$ cat config.mk
export PLATFORM = sky130hd
export DESIGN_NAME = adc_control
export DESIGN_NICKNAME = d
export VERILOG_FILES = /design/src/hdl/adc_clock_divider.v /design/src/hdl/adc_result_store.v /design/src/hdl/adc_control.v
export VERILOG_INCLUDE_DIRS = /design/src /design/src/shared
export SDC_FILE = /design/constraint.sdc
export NUM_CORES = 1
export LEC_CHECK = 0
export BUFFER_PORTS_ARGS = -buffer_cell sky130_fd_sc_hd__buf_2
export CAP_MARGIN = 20
export CORE_ASPECT_RATIO = 0.6
export CORE_MARGIN = 2
export CORE_UTILIZATION = 54
export DETAILED_ROUTE_END_ITERATION = 6
export PLACE_DENSITY = 0.85
export SYNTH_ARGS = -nofsm -noshare
export SYNTH_HDL_FRONTEND = slang
export SYNTH_SLANG_ARGS = --single-unit
$ cat constraint.sdc
create_clock -name clk_i -period 3.3 [get_ports clk_i]
set_input_delay 0.165 -clock clk_i [delete_from_list [all_inputs] [get_ports clk_i]]
set_output_delay 0.165 -clock clk_i [all_outputs]
set_load 0.1 [all_outputs]
$ cat src/shared/adc_consts.vh
`ifndef ADC_CONSTS_VH
`define ADC_CONSTS_VH

// ****************************************
// Register word offsets (byte addresses)
// ****************************************
`define ADC_OFS_CONTROL_MAIN 4'h0
`define ADC_OFS_CONTROL_SELECT 4'h4
`define ADC_OFS_RESULT_HIGH 4'h8
`define ADC_OFS_RESULT_LOW 4'hC
`define ADC_OFS_STATUS 4'h0

// ****************************************
// Reset values
// ****************************************
`define ADC_CONTROL_MAIN_RST 8'h00
`define ADC_CONTROL_SELECT_RST 8'h00

// ****************************************
// Control main field positions
// ****************************************
`define ADC_START_BIT 7
`define ADC_BUSY_BIT 6
`define ADC_ENABLE_BIT 5
`define ADC_ALIGN_BIT 4
`define ADC_CHAN_MSB 3
`define ADC_CHAN_LSB 0

// ****************************************
// Control select field positions
// ****************************************
`define ADC_SRC_MSB 7
`define ADC_SRC_LSB 5
`define ADC_REF_MSB 4
`define ADC_REF_LSB 3
`define ADC_DIV_MSB 2
`define ADC_DIV_LSB 0

// ****************************************
// Field codes
// ****************************************
`define ADC_SRC_BANDGAP 3'h1
`define ADC_REF_SUPPLY 2'h1
`define ADC_CHAN_LAST 4'hB

// ****************************************
// Conversion timing in conversion clocks
// ****************************************
`define ADC_SAMPLE_CLKS 5'h04
`define ADC_CONVERT_CLKS 5'h0C
`define ADC_TOTAL_CLKS 5'h10

`endif

$ cat src/hdl/adc_clock_divider.v
`timescale 1ns/10ps
`include "adc_consts.vh"

module adc_clock_divider (
    // Clock and reset
    input wire clk_i,
    input wire rst_i,
    // Control
    input wire run_i,
    input wire [2:0] div_sel_i,
    // Conversion clock tick
    output wire tick_o
);

    reg [6:0] count_reg;
    reg [6:0] count_next;
    wire [6:0] limit;

    // ****************************************
    // Divide by 2 to the power of div_sel_i
    // ****************************************
    assign limit = (7'h01 << div_sel_i) - 7'h01;
    assign tick_o = run_i && (count_reg == limit);

    always @* begin
        if (!run_i || tick_o) begin
            count_next = 7'h00;
        end else begin
            count_next = count_reg + 7'h01;
        end
    end

    always @(posedge clk_i) begin
        if (rst_i) begin
            count_reg <= 7'h00;
        end else begin
            count_reg <= count_next;
        end
    end

endmodule

$ cat src/hdl/adc_result_store.v
`timescale 1ns/10ps
`include "adc_consts.vh"

module adc_result_store (
    // Clock and reset
    input wire clk_i,
    input wire rst_i,
    // Control
    input wire clear_i,
    input wire load_i,
    input wire [11:0] sample_i,
    input wire align_i,
    // Aligned result bytes
    output reg [7:0] high_o,
    output reg [7:0] low_o
);

    reg [11:0] value_reg;

    // ****************************************
    // Raw value holding
    // ****************************************
    always @(posedge clk_i) begin
        if (rst_i || clear_i) begin
            value_reg <= 12'h000;
        end else if (load_i) begin
            value_reg <= sample_i;
        end
    end

    // ****************************************
    // Alignment, unused bits zero
    // ****************************************
    always @* begin
        if (align_i) begin
            high_o = {4'h0, value_reg[11:8]};
            low_o = value_reg[7:0];
        end else begin
            high_o = value_reg[11:4];
            low_o = {value_reg[3:0], 4'h0};
        end
    end

endmodule

$ cat src/hdl/adc_control.v
// Register access over Wishbone and the register offsets were decided locally.
`timescale 1ns/10ps
`include "adc_consts.vh"

// What this block does
// - Alignment bit chooses left-justified or right-justified 12-bit result.
// - Source codes 000,101,110,111 route external channel; 001 routes bandgap.
// - Channel codes 0 to 11 select inputs; 11xx leaves external unconnected.
// - Conversion starts only after start bit written high then low.
// - Start raised but never lowered starts nothing.
// - Busy reads 1 from start until completion; writes cannot change it.
// - Completion sets interrupt request flag; interrupt output is that flag gated by both enables.
// - Enable bit powers the converter on; clear switches it off.
// - While disabled, both result registers read zero.
// - Reference code 01 picks supply rail; all others pick reference pin.
// - Clock field divides system clock by 1 up to 128.
// - Both control registers reset to zero.
// - Unused result bit positions read as zero.
// - Conversion lasts 4 sample plus 12 convert clocks with busy high.
// - Results are valid when busy falls.
module adc_control (
    // Clock and reset
    input wire clk_i,
    input wire rst_i,
    // Wishbone slave
    input wire cyc_i,
    input wire stb_i,
    input wire we_i,
    input wire [3:0] adr_i,
    input wire [3:0] sel_i,
    input wire [31:0] dat_i,
    output reg [31:0] dat_o,
    output reg ack_o,
    // Interrupt enables and request
    input wire conv_int_enable_i,
    input wire master_int_enable_i,
    input wire int_flag_clear_i,
    output reg int_flag_o,
    output wire int_o,
    // Analog core
    input wire [11:0] conv_data_i,
    output reg power_on_o,
    output reg sample_o,
    output reg convert_o,
    output reg conv_done_o,
    output reg [11:0] analog_inputs_o,
    output reg internal_bandgap_o,
    output reg ref_supply_sel_o
);

    // ****************************************
    // Sequencer states
    // ****************************************
    localparam ST_IDLE = 3'b001;
    localparam ST_SAMPLE = 3'b010;
    localparam ST_CONVERT = 3'b100;

    reg start_reg;
    reg converter_enable;
    reg result_align_sel;
    reg [3:0] ext_channel_sel;
    reg [2:0] input_source_sel;
    reg [1:0] reference_sel;
    reg [2:0] conv_clock_div_sel;
    reg conv_busy_flag;
    reg [2:0] state_reg;
    reg [2:0] state_next;
    reg [4:0] clk_count_reg;
    reg [4:0] clk_count_next;
    reg finish;
    wire tick;
    wire [7:0] result_high;
    wire [7:0] result_low;
    wire wr_access;
    wire main_write;
    wire trigger;
    wire [7:0] main_value;
    wire [7:0] select_value;

    // ****************************************
    // Helper functions
    // ****************************************
    function is_bandgap;
        input [2:0] src;
        begin
            is_bandgap = (src == `ADC_SRC_BANDGAP);
        end
    endfunction

    function is_external;
        input [2:0] src;
        begin
            is_external = (src == 3'h0) || (src[2] && (src != 3'h4));
        end
    endfunction

    // ****************************************
    // Bus decode
    // ****************************************
    // Writes land at the edge where the master samples ack high
    assign wr_access = cyc_i && stb_i && we_i && ack_o;
    assign main_write = wr_access && sel_i[0]
        && (adr_i == `ADC_OFS_CONTROL_MAIN);
    // Falling write of start after it was high
    assign trigger = main_write && start_reg
        && !dat_i[`ADC_START_BIT] && !conv_busy_flag;

    assign main_value = {start_reg, conv_busy_flag, converter_enable,
        result_align_sel, ext_channel_sel};
    assign select_value = {input_source_sel, reference_sel,
        conv_clock_div_sel};

    always @(posedge clk_i) begin
        if (rst_i) begin
            ack_o <= 1'b0;
            dat_o <= 32'h00000000;
        end else begin
            ack_o <= cyc_i && stb_i && !ack_o;
            if (adr_i == `ADC_OFS_CONTROL_MAIN) begin
                dat_o <= {24'h000000, main_value};
            end else if (adr_i == `ADC_OFS_CONTROL_SELECT) begin
                dat_o <= {24'h000000, select_value};
            end else if (adr_i == `ADC_OFS_RESULT_HIGH) begin
                dat_o <= {24'h000000, result_high};
            end else if (adr_i == `ADC_OFS_RESULT_LOW) begin
                dat_o <= {24'h000000, result_low};
            end else begin
                dat_o <= 32'h00000000;
            end
        end
    end

    // ****************************************
    // Control registers
    // ****************************************
    always @(posedge clk_i) begin
        if (rst_i) begin
            start_reg <= 1'b0;
            converter_enable <= 1'b0;
            result_align_sel <= 1'b0;
            ext_channel_sel <= 4'h0;
            input_source_sel <= 3'h0;
            reference_sel <= 2'h0;
            conv_clock_div_sel <= 3'h0;
        end else if (wr_access) begin
            if (main_write) begin
                start_reg <= dat_i[`ADC_START_BIT];
                converter_enable <= dat_i[`ADC_ENABLE_BIT];
                result_align_sel <= dat_i[`ADC_ALIGN_BIT];
                ext_channel_sel <= dat_i[`ADC_CHAN_MSB:`ADC_CHAN_LSB];
            end
            if (sel_i[0] && (adr_i == `ADC_OFS_CONTROL_SELECT)) begin
                input_source_sel <= dat_i[`ADC_SRC_MSB:`ADC_SRC_LSB];
                reference_sel <= dat_i[`ADC_REF_MSB:`ADC_REF_LSB];
                conv_clock_div_sel <= dat_i[`ADC_DIV_MSB:`ADC_DIV_LSB];
            end
        end
    end

    // ****************************************
    // Conversion clock
    // ****************************************
    adc_clock_divider divider (
        .clk_i(clk_i),
        .rst_i(rst_i),
        .run_i(conv_busy_flag),
        .div_sel_i(conv_clock_div_sel),
        .tick_o(tick)
    );

    // ****************************************
    // Sequencer
    // ****************************************
    always @* begin
        state_next = state_reg;
        clk_count_next = clk_count_reg;
        finish = 1'b0;
        case (state_reg)
            ST_IDLE: begin
                clk_count_next = 5'h00;
                if (trigger && converter_enable) begin
                    state_next = ST_SAMPLE;
                end
            end
            ST_SAMPLE: begin
                if (tick) begin
                    clk_count_next = clk_count_reg + 5'h01;
                    if (clk_count_next == `ADC_SAMPLE_CLKS) begin
                        state_next = ST_CONVERT;
                    end
                end
            end
            ST_CONVERT: begin
                if (tick) begin
                    clk_count_next = clk_count_reg + 5'h01;
                    if (clk_count_next == `ADC_TOTAL_CLKS) begin
                        state_next = ST_IDLE;
                        finish = 1'b1;
                    end
                end
            end
            default: begin
                state_next = ST_IDLE;
            end
        endcase
        if (!converter_enable) begin
            state_next = ST_IDLE;
            finish = 1'b0;
        end
    end

    always @(posedge clk_i) begin
        if (rst_i) begin
            state_reg <= ST_IDLE;
            clk_count_reg <= 5'h00;
            conv_busy_flag <= 1'b0;
            conv_done_o <= 1'b0;
        end else begin
            state_reg <= state_next;
            clk_count_reg <= clk_count_next;
            conv_busy_flag <= (state_next != ST_IDLE);
            conv_done_o <= finish;
        end
    end

    // ****************************************
    // Result registers
    // ****************************************
    adc_result_store store (
        .clk_i(clk_i),
        .rst_i(rst_i),
        .clear_i(!converter_enable),
        .load_i(finish),
        .sample_i(conv_data_i),
        .align_i(result_align_sel),
        .high_o(result_high),
        .low_o(result_low)
    );

    // ****************************************
    // Interrupt request flag
    // ****************************************
    always @(posedge clk_i) begin
        if (rst_i) begin
            int_flag_o <= 1'b0;
        end else if (finish) begin
            int_flag_o <= 1'b1;
        end else if (int_flag_clear_i) begin
            int_flag_o <= 1'b0;
        end
    end

    assign int_o = int_flag_o && conv_int_enable_i
        && master_int_enable_i;

    // ****************************************
    // Analog core controls
    // ****************************************
    always @(posedge clk_i) begin
        if (rst_i) begin
            power_on_o <= 1'b0;
            sample_o <= 1'b0;
            convert_o <= 1'b0;
            analog_inputs_o <= 12'h000;
            internal_bandgap_o <= 1'b0;
            ref_supply_sel_o <= 1'b0;
        end else begin
            power_on_o <= converter_enable;
            sample_o <= (state_next == ST_SAMPLE);
            convert_o <= (state_next == ST_CONVERT);
            if (is_external(input_source_sel)
                && (ext_channel_sel <= `ADC_CHAN_LAST)) begin
                analog_inputs_o <= 12'h001 << ext_channel_sel;
            end else begin
                analog_inputs_o <= 12'h000;
            end
            internal_bandgap_o <= is_bandgap(input_source_sel);
            ref_supply_sel_o <= (reference_sel == `ADC_REF_SUPPLY);
        end
    end

endmodule

==> impl_metrics.ini, run 1 <==
[sta]
setup_viol = 0
min_period_over_period_pct = 69.2
final_hold_viol_count = 0
slew_violations = 0
timing.fmax_mhz = 438
rsz0062_at_grt = no
setup_ws_ns = 1.02
skew_ns = 0.0109
relSlewSlack_pct = 51.7
period_needed_ns = 2.28
worst_pin_slew_ns = 0.725
fin_tns_setup_ns = 0

[die]
die_w_um = 106
rows = 22
dieArea_mm2 = 0.00685
coreArea_mm2 = 0.00606
die_h_um = 64.9
ios = 113
initial_core_util_pct = 55.2

[synthesis]
synth_top_area_share_pct = 42.5
ys_seq_elements = 71
synthCells = 376
yosys.area.top_type = dfxtp_1
ys.flop_type = dfxtp_1
ys_warn_count = 0
yosysSeqAreaShare_pct = 42.5
synth.avg_cell_area_um2 = 8.89
syn_area_mm2 = 0.00334
synth-edff-count = 0
yosysUniqueCellTypes = 49
synthTopCellsByArea = dfxtp_1 43%, mux2i_1 8.4%, nor2_1 5.6%
async_flop_share_pct = 0

[routing]
met1_length_um = 3110
top_layer_used = met4
wire_per_inst_um = 13.0
met3_length_um = 463
drt_iter0_drc = 105
postRouteAntennaNets = 0
firstDrtPassIters = 5
viasPerCell = 5.17
via_count = 2659
route.met2.wl_um = 3020
drt_wl_total_um = 6660
drc = 0

[worst_setup_path]
r2r_end = store.value_reg[5]
r2r-start = clk_count_reg[0]
start_kind = flip-flop
worst-setup-path-type = reg2reg
critPathRequiredTime_ns = 3.50
worst-path-max-fanout = 14
crit_arrival_ns = 2.49
ff2ff_setup_slack_ns = 1.02
reg2regPathDepth = 8
worstSetupEndpointType = flip-flop

[global_routing]
overflow = 0
grt_pass1_vias = 2404
grt_pass1_wl_um = 11000
track_usage_pct = 20.7
antenna_found_initial = 0
grt_max_degree = 32

[cells_and_area]
drive_gt1_share_pct = 19.5
syn_to_final_growth_pct = 12.1
postLayoutCoreUtil_pct = 61.8
n_antenna_cell = 0
final.fill_count = 541
instances_no_fill = 514
nets = 489
multi_input_area_mm2 = 0.00169
ff_latch_area_mm2 = 0.00142

[min_path]
min_from = conv_data_i[0]
hold_depth = 3
hold_class = in2reg
holdPathEnd = store.value_reg[0]

[place]
hpwl_um = 4820
pre_cts_ws_ns = 1.04
finalWeightedCongestion = 0.881
place_inst = 499
io_buffer_count = 61

[cts]
ctsLongestPathBuffers = 2
holdBufCountCts = 0
cts_sinks = 71
clk-insertion-delay-late_ns = 0.35
cts_tree = yes
cts_made_buffers = 9
htreeDepth = 3
cts_setup_buffers = 0
clock-root-buffer = clkbuf_8
cts.clk_slew.worst_paths_ns = 0.08
ctsResizeCount = 0

[flow_run]
maxCapViolations = 0

[power]
p_leak_nw = 1.52
power_density_mw_per_mm2 = 457
ir_drop_uv = 224

[run_status]
status = finished clean
-- report_power, final --
| part | leakage [nW] | switching [mW] | internal, mW |
|---|---|---|---|
| logic | 0.850 | 0.166 | 0.0224 |
| clock network | 0.0953 | 0.319 | 0.343 |
| registers | 0.572 | 0.000977 | 0.859 |
| total | 1.52 | 0.486 | 1.22 |
-- logic make-up after synthesis --
logic type                 Yosys count  share of synthesized area, %
xor gates and xnor gates             8                          2.10
other                                1                         0.112
adders and majority gates            3                          1.12
muxes                               30                          9.06
AOI/OAI and AO/OA                   56                          12.0
DFF                                 71                          42.5
buffers and inverters               54                          9.58
and+or+nand+nor                    153                          23.5
-- layout make-up --
| type | instances | area share (%) |
|---|---|---|
| tap | 84 | 2.81 |
| clock inverter | 6 | 1.64 |
| clock buffer | 9 | 3.31 |
| sequential | 71 | 38.0 |
| multi-input combinational | 274 | 45.0 |
| inverter | 7 | 0.702 |
| timing repair buffer | 63 | 8.55 |
-- worst max-delay path by stage --
stage | cells past startpoint | endpoint | from
global route | 8 | store.value_reg[11] | clk_count_reg[0]
finish | 8 | store.value_reg[5] | clk_count_reg[0]
CTS | 5 | clk_count_reg[2] | conv_clock_div_sel[2]
global placement | 5 | clk_count_reg[2] | conv_clock_div_sel[2]
detailed placement | 8 | store.value_reg[5] | clk_count_reg[0]
floorplan | 7 | state_reg[0] | ack_o
-- stage by stage --
step / power (mW) / hold WS [ns] / instance area [um^2]
floorplan: 1.06 / 0.309 / 3430
global placement: 1.07 / 0.401 / 3560
detailed placement: 1.07 / 0.407 / 3560
CTS: 1.72 / 0.0339 / 3740
global route: 1.78 / 0.0384 / 3740
finish: 1.71 / 0.0472 / 3740
-- cells in the mapped netlist (4+ instances only) --
cell / count
a211oi_1: 13
a21oi_1: 17
and3_1: 6
buf_2: 4
buf_4: 24
clkbuf_1: 14
dfxtp_1: 71
inv_1: 7
mux2i_1: 28
nand2_1: 31
nand2b_1: 4
nand3_1: 9
nor2_1: 50
nor2b_1: 13
nor3_1: 6
nor4_1: 4
o21ai_0: 7
xnor2_1: 5
-- critical path, stage by stage (launching register included) --
cell	delay, ns
dfxtp_1	0.44
ha_1	0.18
nand2_1	0.05
a21oi_1	0.34
o211ai_1	0.22
a2111oi_4	0.31
buf_4	0.30
mux2i_1	0.23
nor2_1	0.06
-- layer usage --
| layer | up-vias | GRT usage, % |
|---|---|---|
| li1 | 1354 | - |
| met2 | 78 | 33.1 |
| met5 | - | 0 |
| met1 | 1220 | 26.2 |
| met3 | 7 | 7.14 |
| met4 | 0 | 7.07 |
-- placed cells by master (no fill, tap or decap), types with 3 or more instances in the layout --
master / Yosys / routed
or3_1: 3 / 3
nand4_1: 3 / 3
and3_1: 6 / 6
nor3b_1: 3 / 3
inv_1: 7 / 7
nor2b_1: 13 / 13
a31oi_1: 3 / 3
a22oi_1: 3 / 3
mux2i_1: 28 / 28
nor4_1: 4 / 4
xnor2_1: 5 / 5
nand3b_1: 3 / 3
o21ai_1: 3 / 3
ha_1: 3 / 3
nor4b_1: 3 / 3
nand3_1: 9 / 9
buf_2: 4 / 61
nor2_1: 50 / 50
and3b_1: 3 / 3
dfxtp_1: 71 / 71
nand2b_1: 4 / 4
clkbuf_8: 0 / 9
o21ai_0: 7 / 7
a21oi_1: 17 / 17
conb_1: 1 / 24
nand2_1: 31 / 31
xor2_1: 3 / 3
nor3_1: 6 / 6
clkinv_2: 0 / 3
a211oi_1: 13 / 13
(Power assumes the default switching activity.)
==> run 2: changes to the inputs <==
Settings changed: CORE_UTILIZATION 54 to 45, PLACE_DENSITY 0.85 to 0.76.
Clock period 3.3 ns to 1.88 ns, I/O delays scaled along.
==> run 2 against run 1 <==
The run now ends with negative setup slack left. Clock skew fell by 0.0022 ns. Combinational power rose by 86%. Clock-buffer cell count rose by 1. Clock power rose to 2.6 times the previous value. Critical path type unchanged.
==> impl_metrics.ini, run 2 (synthesis gave the netlist of run 1 again) <==
[cts]
cts_tree = yes
clock-root-buffer = clkbuf_16
ctsLongestPathBuffers = 2
cts_made_buffers = 9
cts_sinks = 71
htreeDepth = 3
cts.clk_slew.worst_paths_ns = 0.06
clk-insertion-delay-late_ns = 0.34

[sta]
period_needed_ns = 2.14
setup_ws_ns = -0.259
setup_viol = 30
rsz0062_at_grt = yes
worst_pin_slew_ns = 0.531
timing.fmax_mhz = 468
slew_violations = 0
final_hold_viol_count = 0
skew_ns = 0.00868
relSlewSlack_pct = 64.1
min_period_over_period_pct = 114

[global_routing]
antenna_found_initial = 0
met3_usage_pct = 6.51
grt_pass1_vias = 2679
grt_max_degree = 30
busiest_layer = met2
overflow = 0
use_met2_pct = 32.5
grt_pass1_wl_um = 12700
track_usage_pct = 20.1
grt_use_met1_pct = 25.7

[min_path]
min_from = conv_data_i[8]
hold_class = in2reg

[cells_and_area]
multi_input_area_mm2 = 0.00183
syn_to_final_growth_pct = 32.8
final_area_mm2 = 0.00444
drive_gt1_share_pct = 31.8
final_cell_mix = 65 x dfxtp_1, 61 x buf_2, 47 x nor2_1, 33 x buf_4, 31 x nand2_1
final.fill_count = 617
layout_commonest_cell = dfxtp_1
n_antenna_cell = 0
ff_latch_area_mm2 = 0.00143
nets = 533

[place]
finalWeightedCongestion = 0.880
hpwl_um = 5600
io_buffer_count = 61
dpl_cell_area_mm2 = 0.00381
pre_cts_ws_ns = -0.212

[routing]
wire_per_inst_um = 14.2
postRouteAntennaNets = 0
drt_iter0_drc = 150
drc = 0
via_count = 2852
firstDrtPassIters = 4
drt_wl_total_um = 8250
viasPerCell = 4.93

[die]
initial_core_util_pct = 46.2
die_w_um = 115
ios = 113
rows = 24
dieArea_mm2 = 0.00815
coreArea_mm2 = 0.00724
die_h_um = 70.8

[run_status]
failed_checks = negative setup slack
status = finished, violations left

[power]
ir_drop_uv = 626
p_leak_nw = 1.83
power_density_mw_per_mm2 = 810

[worst_setup_path]
worstSetupEndpointType = flip-flop
worst-path-max-fanout = 7
start_kind = flip-flop
crit_arrival_ns = 2.36
critPathRequiredTime_ns = 2.10
startpoint = conv_clock_div_sel[1]
r2r-start = conv_clock_div_sel[1]
worst-setup-path-type = reg2reg

[flow_run]
maxCapViolations = 0
## run 2: cell count changes in the layout (fill, tap and decap cells not counted), sizes merged
cell	before	now
dlygate4sd3	0	7
buf	63	99
clkbuf	9	11
## run 2: area by class of cell
type	instances	area share, %
inverters	7	0.592
well taps	104	2.93
clock inverters	6	1.55
multi-input cells	274	41.2
clock buffers	10	5.38
repair buffers	107	16.1
flip-flops and latches	71	32.3
## run 2: path summary, 6_finish.rpt
kind / to / depth (start not counted) / slack, ns
min: store.value_reg[8] / 3 / 0.005
min reg2reg: ack_o / 1 / 0.43
max: store.value_reg[5] / 9 / -0.26
max reg2reg: store.value_reg[5] / 9 / -0.26
## run 2: routing by layer
layer	vias to the layer above	wire length (um)
met5	-	0
met4	0	93
met3	13	437
met2	72	3870
met1	1327	3850
li1	1440	-
## run 2: metrics by stage
stage / hold WS (ns) / std cells / power, mW / setup TNS [ns] / utilization [%]
final: 0.00536 / 579 / 3.60 / -4.33 / 61.3
after global routing: 0.0165 / 579 / 3.69 / -6.83 / 61.3
after CTS: 0.00233 / 575 / 3.61 / -3.03 / 59.6
after detailed placement: 0.336 / 547 / 1.88 / -3.69 / 52.7
after global placement: 0.325 / 547 / 1.88 / -2.25 / 52.7
after floorplan: 0.228 / 399 / 1.86 / -3.17 / -
## run 2: where the power goes
group          leakage, nW  switching (mW)  internal [mW]
combinational         1.11           0.298         0.0520
clock                0.149           0.669           1.07
sequential           0.576         0.00160           1.51
total                 1.83           0.969           2.63
## run 2: what timing repair did
action	CTS	global route
pin swaps	13	10
buffers inserted	5	3
cloned	0	1
gates resized for setup	24	16
endpoints found under the hold margin	7	0
setup endpoints to repair	30	31
hold buffers	7	0
## run 2: critical path: stages, from the launching register on
cell       delay, ns
dfxtp_4         0.37
buf_4           0.13
nand2b_1        0.06
nor4_1          0.28
o21ai_2         0.19
a2111oi_4       0.37
buf_4           0.20
buf_12          0.14
mux2i_2         0.20
nor2_1          0.08
